**config.mk**
```make
export PLATFORM = sky130hd
export DESIGN_NAME = hlo_loop_input_options
export DESIGN_NICKNAME = d
export VERILOG_FILES = /design/src/hlo_pkg.sv /design/src/hlo_shape_if.sv /design/src/hlo_loop_input_options.sv /design/src/hlo_scaler.sv
export SDC_FILE = /design/constraint.sdc
export NUM_CORES = 1
export LEC_CHECK = 0
export ABC_AREA = 1
export ABC_CLOCK_PERIOD_IN_PS = 35000
export BUFFER_PORTS_ARGS = -buffer_cell sky130_fd_sc_hd__buf_2
export CORE_MARGIN = 2
export CORE_UTILIZATION = 28
export CTS_BUF_LIST = sky130_fd_sc_hd__clkbuf_16
export CTS_CLUSTER_DIAMETER = 150
export CTS_CLUSTER_SIZE = 10
export DETAILED_ROUTE_END_ITERATION = 10
export SLEW_MARGIN = 20
export SYNTH_ARGS = -nofsm -noshare
export SYNTH_HDL_FRONTEND = slang
export SYNTH_HIERARCHICAL = 1
export SYNTH_SLANG_ARGS = --single-unit
```
**constraint.sdc**
```tcl
create_clock -name sys_clk_in -period 35 [get_ports sys_clk_in]
set_clock_uncertainty 0.2 [all_clocks]
set_input_delay 1.75 -clock sys_clk_in [delete_from_list [all_inputs] [get_ports sys_clk_in]]
set_output_delay 1.75 -clock sys_clk_in [all_outputs]
set_load 0.05 [all_outputs]
```
**src/hlo_pkg.sv**
```systemverilog
// Constants for the loop and input options register and its datapath.
// Assumes a single 200 MHz clock and a synchronous active-high reset.
package hlo_pkg;
  // Register geometry and field positions.
  localparam int HLO_REG_W = 8;
  localparam int HLO_GATE_HI = 7;
  localparam int HLO_GATE_LO = 6;
  localparam int HLO_ROTOR_BIT = 5;
  localparam int HLO_RAIL_BIT = 4;
  localparam int HLO_FMT_BIT = 3;
  localparam int HLO_RATE_BIT = 2;
  localparam int HLO_PIN_BIT = 1;
  localparam int HLO_LIN_BIT = 0;
  // Reset value: gate code 2, rotor open loop, everything else zero.
  localparam logic [7:0] HLO_REG_RESET = 8'hA0;
  // Gate thresholds on a 0..255 scale: off, 2%, 4%, 8% rounded down.
  localparam logic [7:0] HLO_GATE_OFF = 8'h00;
  localparam logic [7:0] HLO_GATE_2PCT = 8'h05;
  localparam logic [7:0] HLO_GATE_4PCT = 8'h0A;
  localparam logic [7:0] HLO_GATE_8PCT = 8'h14;
  // Pin edges per commutation half period in duty-cycle open-loop mode.
  localparam int HLO_PIN_DIV = 128;
  localparam int HLO_DIV_W = 7;
  localparam logic [6:0] HLO_DIV_LAST = 7'h7F;
  // Supply code at which compensation is unity.
  localparam logic [7:0] HLO_SUPPLY_NOM = 8'h80;
  localparam logic [7:0] HLO_AMP_MAX = 8'hFF;

  // Maps a gate code to its amplitude threshold.
  function automatic logic [7:0] hlo_gate_level(input logic [1:0] code);
    case (code)
      2'b01: hlo_gate_level = HLO_GATE_2PCT;
      2'b10: hlo_gate_level = HLO_GATE_4PCT;
      2'b11: hlo_gate_level = HLO_GATE_8PCT;
      default: hlo_gate_level = HLO_GATE_OFF;
    endcase
  endfunction : hlo_gate_level
endpackage : hlo_pkg

```
**src/hlo_shape_if.sv**
```systemverilog
// Carrier between the option register logic and the supply scaler.
// Assumes both ends share sys_clk_in.
`timescale 1ns/1ps
`default_nettype none
interface hlo_shape_if;
  logic [7:0] amp;
  logic comp_off;
  logic [7:0] supply;
  logic [7:0] result;
  modport ctrl (output amp, output comp_off, output supply, input result);
  modport scaler (input amp, input comp_off, input supply, output result);
endinterface : hlo_shape_if
`default_nettype wire
```
**src/hlo_loop_input_options.sv**
```systemverilog
// Loop and input options register with the datapath it steers.
// Assumes the serial bus decoder delivers a write strobe for this register,
// and that mode, sample and level inputs come from logic on sys_clk_in.
// Functional notes
// - two-bit gate threshold, off/2/4/8%, reset 2
// - bit 5 selects rotor open loop, reset open
// - bit 4 set disables supply compensation
// - compensation keeps amplitude constant over supply
// - bit 3 selects signed or unsigned live samples
// - bit 2 refresh once or twice per cycle
// - bit 1 selects duty or analog input
// - bit 0 linear open loop, pin over 128
`timescale 1ns/1ps
`default_nettype none
module hlo_loop_input_options
  import hlo_pkg::*;
(
  input wire logic sys_clk_in, // System clock, 200 MHz.
  input wire logic sys_rst_in, // Synchronous reset, high.
  input wire logic reg_wr_en_in, // Write strobe for this register.
  input wire logic [7:0] reg_wdata_in, // Write data.
  output logic [7:0] reg_rdata_out, // Stored register value.
  input wire logic actuator_linear_in, // 1 linear resonant, 0 rotating mass.
  input wire logic live_playback_mode_in, // Live playback mode active.
  input wire logic ext_input_mode_in, // External input mode active.
  input wire logic [7:0] live_sample_in, // Host-written live sample.
  input wire logic [7:0] engine_amp_in, // Amplitude from playback engine.
  input wire logic [7:0] duty_level_in, // Measured pin duty cycle.
  input wire logic [7:0] analog_level_in, // Converted pin level.
  input wire logic [7:0] supply_level_in, // Supply measurement code.
  input wire logic half_cycle_in, // Pulse at each resonance half cycle.
  input wire logic input_trigger_pin_in, // Asynchronous trigger pin.
  output logic [7:0] drive_amp_out, // Compensated drive amplitude.
  output logic drive_brake_out, // Negative drive (braking) request.
  output logic rotor_loop_bypass_out, // Rotating mass runs open loop.
  output logic linear_loop_bypass_out, // Linear actuator runs open loop.
  output logic commutation_out, // Open-loop commutation phase.
  output logic amp_update_out // Pulse: refresh linear drive amplitude.
);
  typedef struct packed {
    logic [7:0] ctrl;
    logic pin_s1;
    logic pin_s2;
    logic pin_d;
    logic [6:0] div_cnt;
    logic commut;
    logic half_sel;
    logic update;
    logic brake;
  } hlo_state_t;

  hlo_state_t q_ff;
  hlo_state_t nxt_q;
  logic [7:0] src_amp;
  logic [7:0] ext_amp;
  logic pin_rise;
  logic duty_open;

  // Turns a live sample into a drive magnitude on the full 8-bit scale.
  // Unsigned samples pass as they are; signed ones lose their sign bit, which becomes the brake request.
  // The most negative signed code has no positive twin in seven bits, so it gives no drive at all.
  function automatic logic [7:0] live_magnitude(input logic [7:0] sample, input logic unsigned_fmt);
    logic [6:0] mag;
    mag = sample[6:0];
    if (unsigned_fmt)
    begin
      live_magnitude = sample;
    end
    else
    begin
      if (sample[7])
      begin
        mag = (~sample[6:0]) + 7'h01;
      end
      live_magnitude = {mag, 1'b0};
    end
  endfunction : live_magnitude

  // Picks the pin reading for external input and zeroes anything under the noise gate.
  // A level equal to the threshold passes, so gate code 0 lets every level through.
  function automatic logic [7:0] gated_level(
    input logic [7:0] duty,
    input logic [7:0] analog,
    input logic analog_sel,
    input logic [1:0] gate_code
  );
    logic [7:0] level;
    level = analog_sel ? analog : duty;
    if (level < hlo_gate_level(gate_code))
    begin
      level = 8'h00;
    end
    gated_level = level;
  endfunction : gated_level

  // Decides whether a half-cycle pulse refreshes the linear drive amplitude.
  // At the slow rate only every second pulse counts, which keeps both half cycles of the drive alike.
  function automatic logic refresh_due(input logic twice_rate, input logic odd_half);
    refresh_due = twice_rate | odd_half;
  endfunction : refresh_due

  hlo_shape_if shape ();

  hlo_scaler u_scaler (
    .sys_clk_in(sys_clk_in),
    .sys_rst_in(sys_rst_in),
    .sh(shape.scaler)
  );

  // Next-state logic for the register and its datapath.
  always_comb
  begin
    nxt_q = q_ff;
    src_amp = engine_amp_in;
    ext_amp = 8'h00;
    pin_rise = q_ff.pin_s2 & ~q_ff.pin_d;
    duty_open = actuator_linear_in & q_ff.ctrl[HLO_LIN_BIT] & ext_input_mode_in & ~q_ff.ctrl[HLO_PIN_BIT];

    // Whole-register write, no side effects.
    if (reg_wr_en_in)
    begin
      nxt_q.ctrl = reg_wdata_in;
    end

    // Two-stage pin synchroniser, then an edge reference.
    // The pin is asynchronous, so only the second stage feeds logic; a rise is seen about three cycles late.
    // Both stages clear to the pin's low idle level, so leaving reset never fakes a rise.
    nxt_q.pin_s1 = input_trigger_pin_in;
    nxt_q.pin_s2 = q_ff.pin_s1;
    nxt_q.pin_d = q_ff.pin_s2;

    // Open-loop linear drive from a duty-cycle pin: the commutation phase flips once per 128
    // synchronised pin rises, so commutations come at the pin frequency over 128.
    // Leaving that mode clears the divider, so the next entry starts a fresh count.
    if (duty_open)
    begin
      if (pin_rise)
      begin
        nxt_q.div_cnt = q_ff.div_cnt + 7'h01;
        if (q_ff.div_cnt == HLO_DIV_LAST)
        begin
          nxt_q.commut = ~q_ff.commut;
        end
      end
    end
    else
    begin
      nxt_q.div_cnt = '0;
    end

    // Refresh on every half-cycle pulse or on every second one; half_sel tracks which half is next.
    // The first pulse after reset is an even one, so at the slow rate it brings no refresh.
    nxt_q.update = 1'b0;
    if (half_cycle_in)
    begin
      nxt_q.half_sel = ~q_ff.half_sel;
      nxt_q.update = refresh_due(q_ff.ctrl[HLO_RATE_BIT], q_ff.half_sel);
    end

    // External input: duty or analog level, then the noise gate.
    // The gate sits only on this path; engine and live samples are never gated.
    ext_amp = gated_level(duty_level_in, analog_level_in, q_ff.ctrl[HLO_PIN_BIT],
      q_ff.ctrl[HLO_GATE_HI:HLO_GATE_LO]);

    // Amplitude source; live playback beats external input, which beats the engine.
    // Signed samples carry braking in their sign, and the brake flop matches the scaler's latency.
    nxt_q.brake = 1'b0;
    if (live_playback_mode_in)
    begin
      if (q_ff.ctrl[HLO_FMT_BIT])
      begin
        src_amp = live_magnitude(live_sample_in, 1'b1);
      end
      else
      begin
        nxt_q.brake = live_sample_in[7];
        src_amp = live_magnitude(live_sample_in, 1'b0);
      end
    end
    else if (ext_input_mode_in)
    begin
      src_amp = ext_amp;
    end
  end

  // State register; reset loads the documented field defaults.
  always_ff @(posedge sys_clk_in)
  begin
    if (sys_rst_in)
    begin
      // Each field is loaded once: the option register takes its power-on value and datapath state clears.
      q_ff.ctrl <= HLO_REG_RESET;
      q_ff.pin_s1 <= 1'b0;
      q_ff.pin_s2 <= 1'b0;
      q_ff.pin_d <= 1'b0;
      q_ff.div_cnt <= '0;
      q_ff.commut <= 1'b0;
      q_ff.half_sel <= 1'b0;
      q_ff.update <= 1'b0;
      q_ff.brake <= 1'b0;
    end
    else
    begin
      q_ff <= nxt_q;
    end
  end

  // Scaler hookup; the scaler registers, so brake is taken from a flop of matching age.
  // Control bits act one cycle after a write lands, and the drive amplitude follows one cycle later.
  assign shape.amp = src_amp;
  assign shape.comp_off = q_ff.ctrl[HLO_RAIL_BIT];
  assign shape.supply = supply_level_in;

  // Outputs.
  // Bypass flags are combinational from the actuator kind, so they follow a kind change at once.
  assign reg_rdata_out = q_ff.ctrl;
  assign drive_amp_out = shape.result;
  assign drive_brake_out = q_ff.brake;
  assign rotor_loop_bypass_out = ~actuator_linear_in & q_ff.ctrl[HLO_ROTOR_BIT];
  assign linear_loop_bypass_out = actuator_linear_in & q_ff.ctrl[HLO_LIN_BIT];
  assign commutation_out = q_ff.commut;
  assign amp_update_out = q_ff.update;
endmodule : hlo_loop_input_options
`default_nettype wire

```
**src/hlo_scaler.sv**
```systemverilog
// Supply compensation stage: scales the amplitude by nominal over supply.
// Assumes supply codes come from logic on the same clock.
`timescale 1ns/1ps
`default_nettype none
module hlo_scaler
  import hlo_pkg::*;
(
  input wire logic sys_clk_in, // System clock.
  input wire logic sys_rst_in, // Synchronous reset, high.
  hlo_shape_if.scaler sh // Amplitude in, scaled amplitude out.
);
  typedef struct packed {
    logic [7:0] result;
  } hlo_scl_state_t;

  hlo_scl_state_t q_ff;
  hlo_scl_state_t nxt_q;
  logic [15:0] prod;
  logic [15:0] quot;

  // Scaling holds output constant as supply drifts; a zero supply saturates.
  always_comb
  begin
    nxt_q = q_ff;
    prod = 16'(sh.amp) * 16'(HLO_SUPPLY_NOM);
    quot = (sh.supply == 8'h00) ? 16'(HLO_AMP_MAX) : prod / 16'(sh.supply);
    if (sh.comp_off)
    begin
      nxt_q.result = sh.amp;
    end
    else
    begin
      nxt_q.result = (quot > 16'(HLO_AMP_MAX)) ? HLO_AMP_MAX : quot[7:0];
    end
  end

  // State register.
  always_ff @(posedge sys_clk_in)
  begin
    if (sys_rst_in)
      q_ff <= '0;
    else
      q_ff <= nxt_q;
  end

  assign sh.result = q_ff.result;
endmodule : hlo_scaler
`default_nettype wire

```
==> results by group <==
Layout
  • Post-Route Utilization: 31.2%
  • Fill count: 3,193
  • Nets: 1,589
  • Layout cells sized above 1: 13.8%
  • Area growth from synthesis to layout: 10.6%
  • Diode count: 0

Yosys
  • Cell area after synthesis: 0.00805 sq mm
  • Synth Warn #: 6
  • Synth cell types: 58
  • Sequential-to-total area share from yosys stat: 7.46%
  • Mapped Avg Cell Area: 5.86 sq um
  • Mapped Cells: 1,375
  • Synth Flop Type: dfxtp_1
  • Flops & latches, synth: 30
  • Yosys top cell area share: 17.2%
  • Mapped Nets: 1,531
  • Post-synth EDFFs: 0
  • Largest cells by area after synthesis: nand2_1 (17%), ha_1 (15%), inv_1 (8.6%)
  • Synth area leader: nand2_1
  • Synth async-reset ratio: 0%
  • Post-synth top cells: nand2_1 (369), inv_1 (184), nand3_1 (116), nor2_1 (106), ha_1 (99)
  • Top-count cell post-synth: nand2_1

Drt
  • First-pass iteration count of the detailed router: 5
  • Post-Route WL: 22,100 microns
  • Vias per cell: 4.78
  • Routed WL per cell: 12.1 microns
  • Via count: 8,695
  • DRT iter0 DRCs: 424
  • Detail Route Antenna Nets: 0
  • Final routed DRC violation total: 0

STA
  • Final hold viol count: 0
  • Period utilization: 82.0%
  • Final WS setup: 6.31 ns
  • Final min period: 28.69 ns
  • # setup viols final: 0
  • Unrepaired setup endpoints after global routing: false
  • Final TNS setup: 0 ns
  • Slew headroom: 51.3%
  • Slew Viols, Final: 0
  • Least-Margin Pin Slew: 0.727 ns
  • Maximum clock rate: 34.9 MHz

Critical path
  • Reg2Reg Depth: 180
  • CP max-delay cell: nor2_1
  • Most used cell, CP: nand2_1
  • CP required: 34.95 ns
  • Crit-path max cell delay: 0.50 ns
  • Worst setup SP type: input pin
  • CP Capture Type: flip-flop
  • CP Max Fanout: 17
  • Crit Path Class: in -> reg
  • WP data arrival: 28.64 ns

Clock tree
  • Clock root cell: clkbuf_16
  • Post CTS Setup Buffer Count: 0
  • CTS tree: built
  • Cts hold-fix bufs: 0
  • Clk Latency, worst-skew pair: 0.27 ns
  • Gates resized, CTS repair: 0
  • Clock tree sinks: 30
  • Clock buffer count from CTS: 5
  • Htree depth: 2
  • CTS max path bufs: 2
  • Clock Pin Slew Worst Setup and Hold Paths: 0.05 ns

Global routing
  • Overflow after GRT: 0
  • GRT Util Overall: 14.5%
  • Initial antenna violation count: 0
  • First-pass GRT wire length: 37,500 microns
  • Vias in the first global route: 8,055
  • Largest net degree at the start of global routing: 19

Floorplanning
  • DIE WIDTH: 174 microns
  • CORE AREA: 0.0285 sq mm
  • Initial core utilization: 28.2%
  • Row count: 62
  • Die Span Y: 174 microns
  • # IOs: 77
  • Die area: 0.0301 sq mm

Flow run
  • Max cap viols: 0

Hold path
  • Hold Path Depth: 2
  • Hold Crit Class: reg -> reg

Placed design
  • Place WS: 6.26 ns
  • GPL Wtd Cong: 0.871
  • HPWL Detailed: 18,400 microns
  • Number of buffers added on ports: 76

Run status
  • Outcome: complete, no violations
registers in the layout (all words and copies together) (netlist names):
name,count
q_ff,9
reg_rdata_out,8
u_scaler/sh.result,8
nxt_q,2
amp_update_out,1
commutation_out,1
drive_brake_out,1
per-layer routing:
layer / vias up / track usage (%) / routed length, microns
li1: 4632 / - / -
met1: 3887 / 19.7 / 10700
met2: 147 / 25.5 / 10300
met3: 29 / 0.768 / 710
met4: 0 / 2.87 / 414
met5: - / 0 / 0
kinds of logic after synthesis:
family	Yosys count	synth area share (%)
AOI/OAI and AO/OA	213	15.0
xor gates and xnor gates	53	5.76
adders and majority gates	100	15.6
buffers and inverters	238	11.9
DFF	30	7.46
muxes	1	0.124
other	1	0.0466
and+or+nand+nor	739	44.1
final cells by class:
cell class	instances	area [sq um]	area share, %
clock buffers	5	125	1.40
repair buffers	79	403	4.52
inverters	210	792	8.89
well taps	384	480	5.39
clock inverters	3	16.3	0.183
flip-flops and latches	30	601	6.74
multi-input cells	1107	6490	72.9
cells in the final DEF, fill, tap and decap left out, types with 6 or more instances in the layout:
cell type  instances
nand3_4            6
inv_1            184
inv_2             20
dfxtp_1           30
xnor2_1           16
o21ai_1           13
nand2_2           28
o31ai_1            8
o21ai_0           81
buf_2             76
or2_2             11
nand3_1          116
nor2_1           106
nand2_1          369
nor2_4            10
o221ai_1           8
nand3b_1           8
nor3_1            15
ha_1              99
nand4_1           27
a21oi_1           72
o21bai_1           7
xor2_1            37
nand3_2           12
critical path, delay by kind of cell:
kind	cells	cell delay [ns]
buffers and inverters	20	2.66
adder cells (fa/ha/maj)	17	5.18
AND/OR/NAND/NOR	95	10.90
AO/OA/AOI/OAI	50	8.04
metrics by stage:
step                      std cells  hold WS [ns]  instance area (sq um)
after floorplan                1375         0.188                   8050
after global placement         1810         0.189                   8770
after detailed placement       1810         0.195                   8770
after CTS                      1818         0.201                   8910
after global routing           1818         0.214                   8910
final                          1818         0.199                   8910
final timing paths:
check                    start               endpoint  slack, ns
max          live_sample_in[1]  u_scaler/sh.result[0]       6.31
min reg2reg          nxt_q[12]              nxt_q[11]       0.20
max reg2reg   reg_rdata_out[1]  u_scaler/sh.result[0]       7.55
min                  nxt_q[12]              nxt_q[11]       0.20
Power is not shown: default switching activity piles up to over one toggle a cycle in this logic, so the estimate is an artifact.
